==> src/verilog/stt_map.vh <==
// Register map, field positions, reset values and timing for the tick timer
`ifndef STT_MAP_VH
`define STT_MAP_VH

// Register word offsets, byte address bits [7:2]
`define STT_ADDR_CONTROL 6'h00
`define STT_ADDR_RELOAD 6'h01
`define STT_ADDR_CURRENT 6'h02
`define STT_ADDR_PRIO2 6'h03
`define STT_ADDR_PRIO3 6'h04
`define STT_ADDR_IRQ_STAT 6'h05
`define STT_ADDR_IRQ_CLR 6'h06
`define STT_ADDR_IRQ_EN 6'h07

// Control and status fields
`define STT_BIT_ENABLE 0
`define STT_BIT_TICK_IE 1
`define STT_BIT_CLKSRC 2
`define STT_BIT_FLAG 16

// Priority register field masks
`define STT_PRIO2_MASK 32'hFF000000
`define STT_PRIO3_MASK 32'hFFFF0000
`define STT_PRIO_SVC_MSB 31
`define STT_PRIO_SVC_LSB 24
`define STT_PRIO_TICK_MSB 31
`define STT_PRIO_TICK_LSB 24
`define STT_PRIO_PEND_MSB 23
`define STT_PRIO_PEND_LSB 16

// Counter width and values
`define STT_CNT_W 24
`define STT_CNT_ZERO 24'h000000
`define STT_CNT_ONE 24'h000001
`define STT_CNT_MASK 32'h00FFFFFF

// Interrupt status bit for the reached-zero event
`define STT_IRQ_ZERO 0

// Divide-by-8 prescaler
`define STT_DIV_W 3
`define STT_DIV_ZERO 3'h0
`define STT_DIV_ONE 3'h1
`define STT_DIV_LAST 3'h7

// Common reset values
`define STT_WORD_ZERO 32'h00000000

`endif

==> src/verilog/stt_system_tick_timer.v <==
// System tick timer with handler priority fields and a Wishbone slave
`timescale 1ns/1ps
`include "stt_map.vh"

// Operation
// - Flag reads 1 after zero, read clears
// - Source bit 0 divides by 8, 1 direct
// - Exception request only while interrupt enable set
// - Stopped when disabled; enabling loads reload first
// - Zero sets flag and optional request together
// - Reload after zero, keep counting periodically
// - Tick priority in top byte, register three
// - Pendable service priority bits 23:16, register three
// - Supervisor priority top byte, register two
module stt_system_tick_timer (
	// Clock and reset
	input wire ref_clk,
	input wire rst_n,
	// Wishbone slave
	input wire wb_cyc_i,
	input wire wb_stb_i,
	input wire wb_we_i,
	input wire [7:0] wb_adr_i,
	input wire [3:0] wb_sel_i,
	input wire [31:0] wb_dat_i,
	output reg [31:0] wb_dat_o,
	output reg wb_ack_o,
	// Exception request to the core
	output reg tickRequest,
	// Handler priorities to the core
	output reg [7:0] supervisorCallPriority,
	output reg [7:0] pendableServicePriority,
	output reg [7:0] tickExceptionPriority,
	// Interrupt line
	output reg irq
);

	// Byte-lane merge of a write into an existing word
	function [31:0] laneMerge;
		input [31:0] oldWord;
		input [31:0] newWord;
		input [3:0] sel;
		integer i;
		begin
			laneMerge = oldWord;
			for (i = 0; i < 4; i = i + 1) begin
				if (sel[i]) begin
					laneMerge[i*8 +: 8] = newWord[i*8 +: 8];
				end
			end
		end
	endfunction

	// Write mask with byte enables: ones where a lane is written
	function [31:0] laneMask;
		input [3:0] sel;
		integer i;
		begin
			laneMask = `STT_WORD_ZERO;
			for (i = 0; i < 4; i = i + 1) begin
				laneMask[i*8 +: 8] = {8{sel[i]}};
			end
		end
	endfunction

	// Bus decode
	// Address bits 1:0 are ignored; reads are whole words, writes pick byte lanes with wb_sel_i
	wire busReq; // Live request on the bus
	wire [5:0] wordAddr; // Word index of the access
	wire readTake; // Read answered at this edge
	wire writeTake; // Write committed at this edge
	assign busReq = wb_cyc_i & wb_stb_i;
	assign wordAddr = wb_adr_i[7:2];
	// A read acts at the request edge and a write at the ack edge, so a
	// read side effect and a register update never fall on one access edge
	assign readTake = busReq & ~wb_we_i & ~wb_ack_o;
	assign writeTake = busReq & wb_we_i & wb_ack_o;

	// Software-visible state
	reg enableBit_reg; // Counter run enable
	reg tickIntEnable_reg; // Exception request enable
	reg clockSourceSelect_reg; // 1 = main clock, 0 = divided by 8
	reg reachedZeroFlag_reg; // Sticky, cleared by reading control
	reg [`STT_CNT_W-1:0] reloadValue_reg; // Programmed reload
	reg [`STT_CNT_W-1:0] currentCount_reg; // Live down-counter
	reg [31:0] prio2_reg; // Supervisor call priority word
	reg [31:0] prio3_reg; // Pendable service and tick priority word
	reg irqStatus_reg; // Sticky interrupt status
	reg irqEnable_reg; // Interrupt enable

	// Reload word after a byte-lane write; its top byte is dropped on purpose
	wire [31:0] reloadMerged;
	assign reloadMerged = laneMerge({8'h00, reloadValue_reg}, wb_dat_i, wb_sel_i);

	// Counter control
	reg enableDly_reg; // Enable one cycle ago, for load on rise
	wire enableRise; // First cycle of a run
	wire tick; // Selected clock source tick
	wire zeroHit; // Counter steps from one to zero
	assign enableRise = enableBit_reg & ~enableDly_reg;
	// The event is the step from one to zero, not sitting at zero, so a
	// reload value of zero never raises an event
	assign zeroHit = enableBit_reg & ~enableRise & tick &
		(currentCount_reg == `STT_CNT_ONE);

	// Clock source selection and division
	// Divider is held while stopped so every run starts from a clean phase
	stt_tick_gen tickGen (
		.ref_clk(ref_clk),
		.rst_n(rst_n),
		.runEn(enableBit_reg),
		.clockSourceSelect(clockSourceSelect_reg),
		.tickPulse_reg(tick)
	);

	// Readback mux of the addressed register
	reg [31:0] readData_next;
	always @* begin
		readData_next = `STT_WORD_ZERO;
		case (wordAddr)
			`STT_ADDR_CONTROL: begin
				// Reserved bits stay zero
				readData_next[`STT_BIT_ENABLE] = enableBit_reg;
				readData_next[`STT_BIT_TICK_IE] = tickIntEnable_reg;
				readData_next[`STT_BIT_CLKSRC] = clockSourceSelect_reg;
				readData_next[`STT_BIT_FLAG] = reachedZeroFlag_reg;
			end
			`STT_ADDR_RELOAD: begin
				readData_next[`STT_CNT_W-1:0] = reloadValue_reg;
			end
			// Current value is read live; a read never disturbs the count
			`STT_ADDR_CURRENT: begin
				readData_next[`STT_CNT_W-1:0] = currentCount_reg;
			end
			`STT_ADDR_PRIO2: begin
				readData_next = prio2_reg & `STT_PRIO2_MASK;
			end
			`STT_ADDR_PRIO3: begin
				readData_next = prio3_reg & `STT_PRIO3_MASK;
			end
			`STT_ADDR_IRQ_STAT: begin
				readData_next[`STT_IRQ_ZERO] = irqStatus_reg;
			end
			`STT_ADDR_IRQ_EN: begin
				readData_next[`STT_IRQ_ZERO] = irqEnable_reg;
			end
			default: begin
				// Unmapped and write-only words read as zero
				readData_next = `STT_WORD_ZERO;
			end
		endcase
	end

	// Bus answer: ack one cycle after the request, dropped the next
	// Ack is low again before a master can raise its next request
	always @(posedge ref_clk or negedge rst_n) begin
		if (!rst_n) begin
			wb_ack_o <= 1'b0;
			wb_dat_o <= `STT_WORD_ZERO;
		end else begin
			wb_ack_o <= busReq & ~wb_ack_o;
			if (readTake) begin
				// Data captured with ack so it is stable when sampled
				wb_dat_o <= readData_next;
			end
		end
	end

	// Control bits and reload value, written on the ack edge
	always @(posedge ref_clk or negedge rst_n) begin
		if (!rst_n) begin
			enableBit_reg <= 1'b0;
			tickIntEnable_reg <= 1'b0;
			clockSourceSelect_reg <= 1'b0;
			reloadValue_reg <= `STT_CNT_ZERO;
		end else if (writeTake) begin
			if (wordAddr == `STT_ADDR_CONTROL && wb_sel_i[0]) begin
				// All control bits live in the low byte
				// Lane 0 off leaves every control bit as it was
				enableBit_reg <= wb_dat_i[`STT_BIT_ENABLE];
				tickIntEnable_reg <= wb_dat_i[`STT_BIT_TICK_IE];
				clockSourceSelect_reg <= wb_dat_i[`STT_BIT_CLKSRC];
			end
			if (wordAddr == `STT_ADDR_RELOAD) begin
				reloadValue_reg <= reloadMerged[`STT_CNT_W-1:0];
			end
		end
	end

	// Priority words, only the documented fields are stored
	// Reserved bits are masked on entry as well as on readback
	always @(posedge ref_clk or negedge rst_n) begin
		if (!rst_n) begin
			prio2_reg <= `STT_WORD_ZERO;
			prio3_reg <= `STT_WORD_ZERO;
		end else if (writeTake) begin
			if (wordAddr == `STT_ADDR_PRIO2) begin
				prio2_reg <= laneMerge(prio2_reg, wb_dat_i, wb_sel_i) &
					`STT_PRIO2_MASK;
			end
			if (wordAddr == `STT_ADDR_PRIO3) begin
				prio3_reg <= laneMerge(prio3_reg, wb_dat_i, wb_sel_i) &
					`STT_PRIO3_MASK;
			end
		end
	end

	// Priority fields driven to the core from flip-flops
	// The core sees a new priority one cycle after the write commits
	always @(posedge ref_clk or negedge rst_n) begin
		if (!rst_n) begin
			supervisorCallPriority <= 8'h00;
			pendableServicePriority <= 8'h00;
			tickExceptionPriority <= 8'h00;
		end else begin
			supervisorCallPriority <= prio2_reg[`STT_PRIO_SVC_MSB:`STT_PRIO_SVC_LSB];
			pendableServicePriority <= prio3_reg[`STT_PRIO_PEND_MSB:`STT_PRIO_PEND_LSB];
			tickExceptionPriority <= prio3_reg[`STT_PRIO_TICK_MSB:`STT_PRIO_TICK_LSB];
		end
	end

	// Down-counter: load on enable, decrement per tick, reload after zero
	// Limitation: a reload written mid-run only takes effect at the next
	// wrap, the running period is not cut short
	// Disabling freezes the count rather than clearing it
	always @(posedge ref_clk or negedge rst_n) begin
		if (!rst_n) begin
			enableDly_reg <= 1'b0;
			currentCount_reg <= `STT_CNT_ZERO;
		end else begin
			enableDly_reg <= enableBit_reg;
			if (!enableBit_reg) begin
				// Stopped: count holds its value
				currentCount_reg <= currentCount_reg;
			end else if (enableRise) begin
				// First cycle of a run takes the reload value
				currentCount_reg <= reloadValue_reg;
			end else if (tick) begin
				if (currentCount_reg == `STT_CNT_ZERO) begin
					// Period restarts on the tick after zero
					currentCount_reg <= reloadValue_reg;
				end else begin
					currentCount_reg <= currentCount_reg - `STT_CNT_ONE;
				end
			end
		end
	end

	// Reached-zero flag: set wins over the clear by a read
	// Hazard: a read on the same edge as the event must not lose the
	// event, so the set is tested first
	always @(posedge ref_clk or negedge rst_n) begin
		if (!rst_n) begin
			reachedZeroFlag_reg <= 1'b0;
		end else if (zeroHit) begin
			reachedZeroFlag_reg <= 1'b1;
		end else if (readTake && wordAddr == `STT_ADDR_CONTROL) begin
			// The read that returns the flag also clears it
			reachedZeroFlag_reg <= 1'b0;
		end
	end

	// Exception request: one-cycle pulse, gated by interrupt enable
	// A pulse, not a level: the core keeps its own pending state
	always @(posedge ref_clk or negedge rst_n) begin
		if (!rst_n) begin
			tickRequest <= 1'b0;
		end else begin
			tickRequest <= zeroHit & tickIntEnable_reg;
		end
	end

	// Interrupt status, clear and enable registers
	// Clear needs both the data bit and lane 0, a partial write keeps it
	always @(posedge ref_clk or negedge rst_n) begin
		if (!rst_n) begin
			irqStatus_reg <= 1'b0;
			irqEnable_reg <= 1'b0;
		end else begin
			if (zeroHit) begin
				// Event beats a clear in the same cycle
				irqStatus_reg <= 1'b1;
			end else if (writeTake && wordAddr == `STT_ADDR_IRQ_CLR &&
				(wb_dat_i[`STT_IRQ_ZERO] & wb_sel_i[0])) begin
				irqStatus_reg <= 1'b0;
			end
			if (writeTake && wordAddr == `STT_ADDR_IRQ_EN && wb_sel_i[0]) begin
				irqEnable_reg <= wb_dat_i[`STT_IRQ_ZERO];
			end
		end
	end

	// Level interrupt from a flip-flop; one cycle behind the status
	// Trade-off: one cycle of lag buys an output straight from a register
	always @(posedge ref_clk or negedge rst_n) begin
		if (!rst_n) begin
			irq <= 1'b0;
		end else begin
			irq <= irqStatus_reg & irqEnable_reg;
		end
	end

endmodule

==> src/verilog/stt_tick_gen.v <==
// Tick source: main clock direct or main clock divided by eight
`timescale 1ns/1ps
`include "stt_map.vh"

module stt_tick_gen (
	// Clock and reset
	input wire ref_clk,
	input wire rst_n,
	// Control
	input wire runEn,
	input wire clockSourceSelect,
	// Tick out
	output reg tickPulse_reg
);

	// Prescaler position within the eight-cycle period
	reg [`STT_DIV_W-1:0] preCount_reg;

	// Prescaler restarts whenever the counter is stopped, so the first
	// divided tick comes a full period after enabling
	always @(posedge ref_clk or negedge rst_n) begin
		if (!rst_n) begin
			preCount_reg <= `STT_DIV_ZERO;
			tickPulse_reg <= 1'b0;
		end else if (!runEn) begin
			// Stopped: no ticks at all
			preCount_reg <= `STT_DIV_ZERO;
			tickPulse_reg <= 1'b0;
		end else begin
			preCount_reg <= preCount_reg + `STT_DIV_ONE;
			// One tick per clock, or one per eight clocks
			tickPulse_reg <= clockSourceSelect | (preCount_reg == `STT_DIV_LAST);
		end
	end

endmodule
==> config.mk <==
export PLATFORM = sky130hd
export DESIGN_NAME = stt_system_tick_timer
export DESIGN_NICKNAME = d
export VERILOG_FILES = /design/src/verilog/stt_system_tick_timer.v /design/src/verilog/stt_tick_gen.v
export VERILOG_INCLUDE_DIRS = /design/src /design/src/verilog
export SDC_FILE = /design/constraint.sdc
export NUM_CORES = 1
export LEC_CHECK = 0
export BUFFER_PORTS_ARGS = -buffer_cell sky130_fd_sc_hd__buf_2
export CAP_MARGIN = 20
export CORE_MARGIN = 4
export CORE_UTILIZATION = 45
export DETAILED_ROUTE_END_ITERATION = 7
export PLACE_DENSITY = 0.72
export SLEW_MARGIN = 20
export SYNTH_ARGS = -nofsm -noshare
export SYNTH_HDL_FRONTEND = slang
export SYNTH_SLANG_ARGS = --single-unit
==> constraint.sdc <==
create_clock -name ref_clk -period 4.2 [get_ports ref_clk]
set_input_delay 0.63 -clock ref_clk [delete_from_list [all_inputs] [get_ports ref_clk]]
set_output_delay 0.63 -clock ref_clk [all_outputs]
set_load 0.02 [all_outputs]
* Yosys cells after proc, flatten, opt, wreduce, memory -nomap -nowiden
Index checks and enable logic that the tools add are counted.
Cells by class: order comparisons 0, bitwise logic cells 18, shift-type cells 0, reduce and logical (&&, ||, !) cells 19, add/sub/neg operators 2, equality and inequality tests 9, div/mod/pow operators 0, $mul 0, mux-type cells 15
Operator list (number):
- $mux W24 | 3
- $pmux W13 S2 | 1
- $eq A24 B1 Y1 const B | 1
- $eq A6 B3 Y1 const B | 4
- $logic_not A24 Y1 | 1
- $sub A24 B1 Y24 const B | 1
- $pmux W7 S3 | 1
- $reduce_and A3 Y1 | 6
- $pmux W8 S2 | 1
- $and A1 B1 Y1 | 13
- $eq A6 B2 Y1 const B | 2
- $eq A6 B1 Y1 const B | 1
- $logic_and A1 B1 Y1 | 6
- $logic_not A6 Y1 | 1
- $pmux W2 S3 | 1
- $reduce_bool A2 Y1 | 3
- $mux W1 | 5
- $pmux W1 S5 | 1
- $not A1 Y1 | 4
- $pmux W1 S4 | 1
- $reduce_and A2 Y1 | 2
- $add A3 B1 Y3 const B | 1
- $eq A3 B3 Y1 const B | 1
- $mux W3 | 1
- $or A1 B1 Y1 | 1
Word-level totals: bits in read-only memories 0, memories 0, bits of input ports 49, bits in latches 0, RAM bits 0, register bits 142

* Longest topological paths before layout
Gate-level depths: netlist (run 1).
depth in word-level cells 7, mapped depth 9

* Modules after synthesis
From an unflattened synthesis (run 1), not the netlist that was laid out.
Unflattened totals: cells, all modules 533, area total of the unflattened synthesis 6145.9 µm²
By module, submodules not included:
- stt_system_tick_timer | instances 1, cells each 523, seq. area each 3453.3 µm², area an instance 5992.0 µm²
- stt_tick_gen | instances 1, cells each 10, seq. area each 100.1 µm², area an instance 153.9 µm²

* Worst setup path before layout (run 1)
OpenSTA, ideal clock, no wires.
path kind reg2reg, start register currentCount_reg[11], end register currentCount_reg[21], data arrival time 2043 ps, stages on the path, launching flop included 6, period minus slack after synthesis 2169 ps, slack 2031 ps, buffers on the path 0, path through dfrtp_1 or4_4 or4_4 nor3_4 nand3_1 a311o_1
On the way: cells in the longest elaborated chain, start to end 4, elaborated cells between the ends (all ways) 5
RTL lines:
- from (decl) | line stt_system_tick_timer.v:85 | reg [`STT_CNT_W-1:0] currentCount_reg;
- from (signal assigned) | line stt_system_tick_timer.v:229 | currentCount_reg <= `STT_CNT_ZERO;
- from (signal assigned) | line stt_system_tick_timer.v:234 | currentCount_reg <= currentCount_reg;
- from (signal assigned) | line stt_system_tick_timer.v:237 | currentCount_reg <= reloadValue_reg;
- $sub A24 B1 Y24 (no line) / $logic_not A24 Y1 (equally long branches)
- $mux W24 * | line stt_system_tick_timer.v:239 | if (currentCount_reg == `STT_CNT_ZERO) begin
- $mux W24 * | line stt_system_tick_timer.v:238 | end else if (tick) begin
- $mux W24 * | line stt_system_tick_timer.v:235 | end else if (enableRise) begin
Mark *: on every way between the ends. The rest lies on a longest branch, timed or not. The select of a mux whose other input is x is not followed. A chain may end at the register's enable or synchronous reset.

* Worst setup path in the final report (run 1)
start register currentCount_reg[8], end register currentCount_reg[10]
The elaborated chain is that of the path after synthesis.

==> results of run 1 <==
worst register-to-register path, stage by stage, from the launching register on:
cell and delay (ns):
dfrtp_1 0.47, or4_4 0.57, nor2_2 0.27, a31o_1 0.53, buf_4 0.30, o21ai_0 0.12
a211o_1 0.30
layout make-up:
class	instances	share of cell area
sequential	142	0.474
multi-input combinational	363	0.335
timing repair buffer	116	0.0820
clock buffer	17	0.0568
tap	176	0.0294
clock inverter	15	0.0169
inverter	11	0.00551
cell families (layout without fill, tap and decap cells):
group,Yosys count,count (layout),share of synthesized area
and+or+nand+nor,198,198,0.164
DFF,142,142,0.570
buffers and inverters,46,159,0.0291
AOI/OAI and AO/OA,95,95,0.112
muxes,65,65,0.115
adders and majority gates,5,5,0.0100
layer usage:
metal / track usage / vias up
li1: - / 2250
met1: 0.266 / 2416
met2: 0.314 / 170
met3: 0.0500 / 21
met4: 0.0670 / 0
met5: 0 / -
metrics by stage:
step / total power [mW] / hold slack [ns] / cell area, um^2 / std cells
after global placement: 2.03 / 0.378 / 6940 / 808
after detailed placement: 2.04 / 0.383 / 6940 / 808
after CTS: 3.44 / 0.306 / 7490 / 840
after global routing: 3.58 / 0.353 / 7490 / 840
after floorplan: 1.86 / 0.334 / 6230 / 551
final: 3.42 / 0.282 / 7490 / 840
power by group through the flow:
| stage | clock network [mW] | logic, mW | registers [mW] |
|---|---|---|---|
| finish | 1.40 | 0.495 | 1.53 |
| global route | 1.48 | 0.557 | 1.54 |
| floorplan | 0 | 0.280 | 1.58 |
| global placement | 0 | 0.483 | 1.55 |
| detailed placement | 0 | 0.493 | 1.55 |
| CTS | 1.42 | 0.496 | 1.53 |
synthesized netlist by cell type, drive strengths merged (5+ instances only):
library cell	number
a21oi	10
a221oi	23
a222oi	7
a2bb2oi	7
and2	9
and3	7
buf	5
clkbuf	30
dfrtp	142
ha	5
inv	11
mux2	53
mux2i	12
nand2	39
nand3	22
nand4	13
nor2	58
nor3	12
nor4	10
o21ai	24
or3	5
or4	7
worst paths after layout:
check | to | slack [ns]
max in group asynchronous | tickGen.preCount_reg[1] | 3.01
worst min-delay path | wb_dat_o[29] | 0.28
min in group ref_clk | tickExceptionPriority[3] | 0.40
worst min register to register | tickExceptionPriority[3] | 0.40
worst max register to register | currentCount_reg[10] | 1.53
worst max-delay path | currentCount_reg[10] | 1.53
==> impl_metrics.py, run 1 <==
metrics = {
    "finish": {
        "drive_above_1_share": 0.319,
        "multi_input_area_um2": 2510,
        "utilization": 0.559,
        "final_common_cell": "dfrtp_1",
        "fill_cells": 1174,
        "most-common-layout-cells": "142 x dfrtp_1, 104 x buf_2, 57 x nor2_1",
        "area_growth_pct": 20.2,
        "regArea_um2": 3550,
        "largest_reg_flops": 32,
        "nets": 705,
        "diodes": 0,
    },
    "timing": {
        "fin_tns_setup_ns": 0,
        "setup_slack_ns": 1.53,
        "max_freq_mhz": 374,
        "tightest_slew_ns": 0.961,
        "slew_headroom": 0.357,
        "rsz0062_at_grt": "no",
        "min_period_over_period": 0.636,
        "fin_worst_skew_ns": 0.00805,
        "min_period_ns": 2.67,
        "hold_viol": 0,
        "setup_viol": 0,
        "maxSlewViolCount": 0,
    },
    "pwr": {
        "power.leakage_nw": 3.75,
        "power_density_nw_per_um2": 457,
        "ir_worst_vdd_v": 0.000298,
        "p_seq_frac": 0.447,
        "p_sw_frac": 0.300,
        "p_comb_frac": 0.145,
        "power.clock.fraction": 0.409,
        "intPower_mw": 2.40,
        "p_sw_mw": 1.02,
    },
    "setup_path": {
        "crit_chain": "or4_4 > nor2_2 > a31o_1 > buf_4 > o21ai_0 > a211o_1",
        "r2r-start": "currentCount_reg[8]",
        "critPathBufInv": 1,
        "arrival_ns": 2.98,
        "crit_path_end_kind": "register",
        "cp.depth": 6,
        "crit_family": "compound AO/OA/AOI/OAI gates",
        "timing.critical_path.from": "currentCount_reg[8]",
        "crit_required_ns": 4.51,
        "crit_fanout": 15,
        "path_class": "reg2reg",
        "ff2ff_path_depth": 6,
        "cp-start-kind": "register",
        "cp_slowest_cell": "or4_4",
        "slowest_delay_ns": 0.57,
    },
    "die": {
        "dieArea_um2": 15800,
        "die_height_um": 126,
        "pin_count": 108,
        "start_util": 0.465,
        "row_count": 42,
        "die_x_um": 126,
        "core_area_um2": 13400,
    },
    "synth": {
        "synth_area_um2": 6230,
        "async_reset_ff_frac": 1.00,
        "ys_top_cells_by_area": "dfrtp_1 57%, mux2_2 9.6%, nor2_1 3.4%, a221oi_1 3.2%, nand2_1 2.3%",
        "yosysWarnings": 0,
        "ys_seq_elements": 142,
        "yosysTopAreaCellShare": 0.570,
        "syn_area_per_cell_um2": 11.3,
        "syn_nets": 605,
        "ys.flop_type": "dfrtp_1",
        "synth-edff-count": 0,
        "synth_top_cell_by_area": "dfrtp_1",
        "synth_cell_types": 51,
        "syn_inst": 551,
        "seq_area_frac_synth": 0.570,
    },
    "clocking": {
        "cts_hold_buf": 0,
        "ctsResizeCount": 0,
        "cts_buffers": 17,
        "cts_tree": "done",
        "path_clk_slew_ns": 0.06,
        "htreeDepth": 4,
        "clk_latency_ns": 0.43,
        "root_buffer": "clkbuf_16",
        "clock_sink_count": 142,
        "clockBufferDepth": 2,
        "post_cts_buffers": 0,
    },
    "drt": {
        "post-route-drc-count": 0,
        "wirelength_met1_um": 6580,
        "routedWlPerCell_um": 17.9,
        "firstDrtPassIters": 5,
        "wl_met3_um": 983,
        "met2_length_um": 7190,
        "ant_nets": 0,
        "viasPerCell": 5.78,
        "maxUsedRoutingLayer": "met4",
        "first_iter_violations": 394,
        "vias": 4857,
        "routed_wl_um": 15000,
    },
    "global_routing": {
        "grt_usage": 0.197,
        "antenna_found_initial": 0,
        "grt_pass1_vias": 4872,
        "grt_overflow": 0,
        "grt_pass1_wl_um": 25200,
        "grt_max_degree": 92,
    },
    "place": {
        "dp_hpwl_um": 10400,
        "pre_cts_slack_ns": 1.44,
        "gp_congestion": 0.855,
        "io_buffer_count": 105,
    },
    "hold_path": {
        "hp-class": "in2async",
    },
    "status": {
        "outcome": "finished, final reports clean",
    },
    "job": {
        "drv_cap": 0,
    },
}
Power figures use the tool's default switching activity.
==> run 2, diff against run 1 <==
--- a/config.mk
+++ b/config.mk
@@ -6,6 +6,7 @@
 export SDC_FILE = /design/constraint.sdc
 export NUM_CORES = 1
 export LEC_CHECK = 0
+export ABC_AREA = 1
 export BUFFER_PORTS_ARGS = -buffer_cell sky130_fd_sc_hd__buf_2
 export CAP_MARGIN = 20
 export CORE_MARGIN = 4
==> constraint.sdc (replaced) <==
create_clock -name ref_clk -period 2.8 [get_ports ref_clk]
set_input_delay 0.42 -clock ref_clk [delete_from_list [all_inputs] [get_ports ref_clk]]
set_output_delay 0.42 -clock ref_clk [all_outputs]
set_load 0.02 [all_outputs]
==> impl_metrics.py, run 2 <==
metrics = {
    "status": {
        "outcome": "finished, final reports clean",
    },
    "pwr": {
        "power.leakage_nw": 4.17,
        "p_comb_frac": 0.293,
        "ir_worst_vdd_v": 0.000530,
        "p_sw_mw": 2.32,
        "p_sw_frac": 0.368,
        "p_seq_frac": 0.354,
        "intPower_mw": 3.98,
        "power.clock.fraction": 0.352,
        "power_density_nw_per_um2": 794,
    },
    "die": {
        "core_area_um2": 14500,
        "die_height_um": 130,
        "die_x_um": 130,
        "row_count": 44,
        "start_util": 0.460,
        "dieArea_um2": 16900,
        "pin_count": 108,
    },
    "global_routing": {
        "met3_usage": 0.0532,
        "grt_pass1_vias": 5432,
        "grt-busiest-layer": "met2",
        "use_met1": 0.278,
        "grt_usage": 0.206,
        "grt_pass1_wl_um": 27200,
        "antenna_found_initial": 0,
        "grt_overflow": 0,
        "met2_usage": 0.325,
        "grt_max_degree": 83,
    },
    "finish": {
        "most-common-layout-cells": "230 x nand2_1, 142 x dfrtp_1, 104 x buf_2",
        "drive_above_1_share": 0.228,
        "largest_reg_flops": 32,
        "area_growth_pct": 18.6,
        "diodes": 0,
        "nets": 943,
        "final_common_cell": "nand2_1",
    },
    "drt": {
        "routedWlPerCell_um": 15.2,
        "post-route-drc-count": 0,
        "viasPerCell": 5.08,
        "first_iter_violations": 525,
        "ant_nets": 0,
        "routed_wl_um": 16500,
        "vias": 5521,
        "firstDrtPassIters": 5,
    },
    "place": {
        "dp_hpwl_um": 11300,
        "pre_cts_slack_ns": 0.676,
        "io_buffer_count": 105,
        "gp_congestion": 0.924,
    },
    "timing": {
        "fin_worst_skew_ns": 0.00864,
        "slew_headroom": 0.487,
        "max_freq_mhz": 519,
        "fin_tns_setup_ns": 0,
        "min_period_ns": 1.93,
        "min_period_over_period": 0.688,
        "setup_viol": 0,
        "tightest_slew_ns": 0.768,
        "rsz0062_at_grt": "no",
        "setup_slack_ns": 0.874,
        "maxSlewViolCount": 0,
        "hold_viol": 0,
    },
    "synth": {
        "yosysMostFrequentCell": "nand2_1",
        "syn_nets": 836,
        "yosysWarnings": 0,
        "synth_fa_ha_area_frac": 0.00935,
        "synth_top_cell_by_area": "dfrtp_1",
        "yosysTopAreaCellShare": 0.531,
        "ys.flop_type": "dfrtp_1",
        "synthXorXnorAreaFrac": 0.00916,
        "yosys-top-cells-count": "230 x nand2_1, 142 x dfrtp_1, 81 x inv_1, 68 x nor2_1, 42 x a21oi_1",
        "synth_compound_area_frac": 0.116,
        "seq_area_frac_synth": 0.531,
        "synth_cell_types": 33,
        "muxShareOfSynthArea": 0.0151,
        "ys_top_cells_by_area": "dfrtp_1 53%, nand2_1 13%, inv_1 4.5%, nor2_1 3.8%, a21oi_1 3.1%",
        "async_reset_ff_frac": 1.00,
        "syn_area_per_cell_um2": 8.56,
        "synth-edff-count": 0,
        "ys_seq_elements": 142,
        "synthSimpleGateAreaFrac": 0.245,
        "syn_inst": 782,
        "synth_area_um2": 6690,
        "synth_top_family_by_area": "simple AND/OR/NAND/NOR gates",
    },
    "clocking": {
        "cts_hold_buf": 0,
        "clk_latency_ns": 0.43,
        "path_clk_slew_ns": 0.07,
        "ctsResizeCount": 0,
        "root_buffer": "clkbuf_16",
        "cts_tree": "done",
        "clock_sink_count": 142,
        "cts_buffers": 17,
        "htreeDepth": 4,
        "clockBufferDepth": 2,
        "post_cts_buffers": 0,
    },
    "setup_path": {
        "crit_fanout": 5,
        "cp_common_cell": "nand2_1",
        "crit_required_ns": 3.12,
        "slowest_delay_ns": 0.40,
        "crit_path_end_kind": "register",
        "ff2ff_path_depth": 9,
        "arrival_ns": 2.24,
        "cp-start-kind": "register",
        "crit_chain": "inv_1 > ha_1 > nand2_1 > nor2_1 > nand2_1 > xor2_1 > nand2_1 > nand3_1 > nand2_1",
        "cp_slowest_cell": "nor2_1",
        "path_class": "reg2reg",
    },
    "job": {
        "drv_cap": 0,
    },
    "hold_path": {
        "hp-class": "in2async",
    },
}
run 2: changes by cell type in the layout (fill, tap and decap cells not counted), sizes merged, moves of 9 or more:
cell / before / now
mux2: 53 / 9
a221oi: 23 / 0
a21oi: 10 / 42
nor2: 58 / 83
nor3: 12 / 2
inv: 19 / 94
o21ai: 24 / 79
nand3: 22 / 34
nand2: 39 / 238
and2: 9 / 0
mux2i: 12 / 0
nor4: 10 / 1
run 2: layout make-up:
type,count,area [um^2]
clock buffer,17,425
inverter,85,319
sequential,142,3550
tap,184,230
multi-input combinational,529,2640
timing repair buffer,114,612
clock inverter,15,151
fill,1334,6600
run 2: path summary, 6_finish.rpt:
kind,slack [ns],endpoint,startpoint
max,0.87,currentCount_reg[14],currentCount_reg[0]
min,0.04,wb_dat_o[4],rst_n
max reg2reg,0.87,currentCount_reg[14],currentCount_reg[0]
min reg2reg,0.40,supervisorCallPriority[7],prio2_reg[31]
max in group asynchronous,2.02,reloadValue_reg[18],rst_n
min in group ref_clk,0.22,reloadValue_reg[10],wb_dat_i[10]
run 2: routing by layer:
layer / vias to the layer above / part of all wire
met5: - / 0
li1: 2732 / -
met4: 0 / 0.021
met3: 33 / 0.049
met2: 163 / 0.48
met1: 2593 / 0.45
run 2: power by group through the flow:
stage / clock (mW) / combinational, mW / sequential, mW
6_report: 2.22 / 1.85 / 2.23
4_1_cts: 2.26 / 1.84 / 2.23
3_5_place_dp: 0 / 1.82 / 2.27
5_1_grt: 2.35 / 2.12 / 2.25
3_3_place_gp: 0 / 1.80 / 2.27
2_1_floorplan: 0 / 1.47 / 2.30
run 2: worst max-delay path, delay by kind of cell, from the launching register on:
family / cells / cell delay (ns)
xor gates and xnor gates: 1 / 0.15
adders and majority gates: 1 / 0.21
buffers and inverters: 1 / 0.16
DFF: 1 / 0.39
and+or+nand+nor: 6 / 0.91
run 2: cell families (layout without fill, tap and decap cells):
logic type                 after synthesis  in the layout
adders and majority gates                5              5
and+or+nand+nor                        375            375
xor gates and xnor gates                 7              7
DFF                                    142            142
buffers and inverters                  111            231
AOI/OAI and AO/OA                      133            133
muxes                                    9              9
run 2: metrics by stage:
step	utilization	cell area [um^2]	cells	hold slack [ns]	total power, mW
6_report	0.546	7930	1086	0.0427	6.30
3_5_place_dp	0.506	7360	1054	0.384	4.09
5_1_grt	0.546	7930	1086	0.101	6.72
2_1_floorplan	-	6690	782	0.124	3.76
3_3_place_gp	0.506	7360	1054	0.386	4.07
4_1_cts	0.546	7930	1086	0.0587	6.34
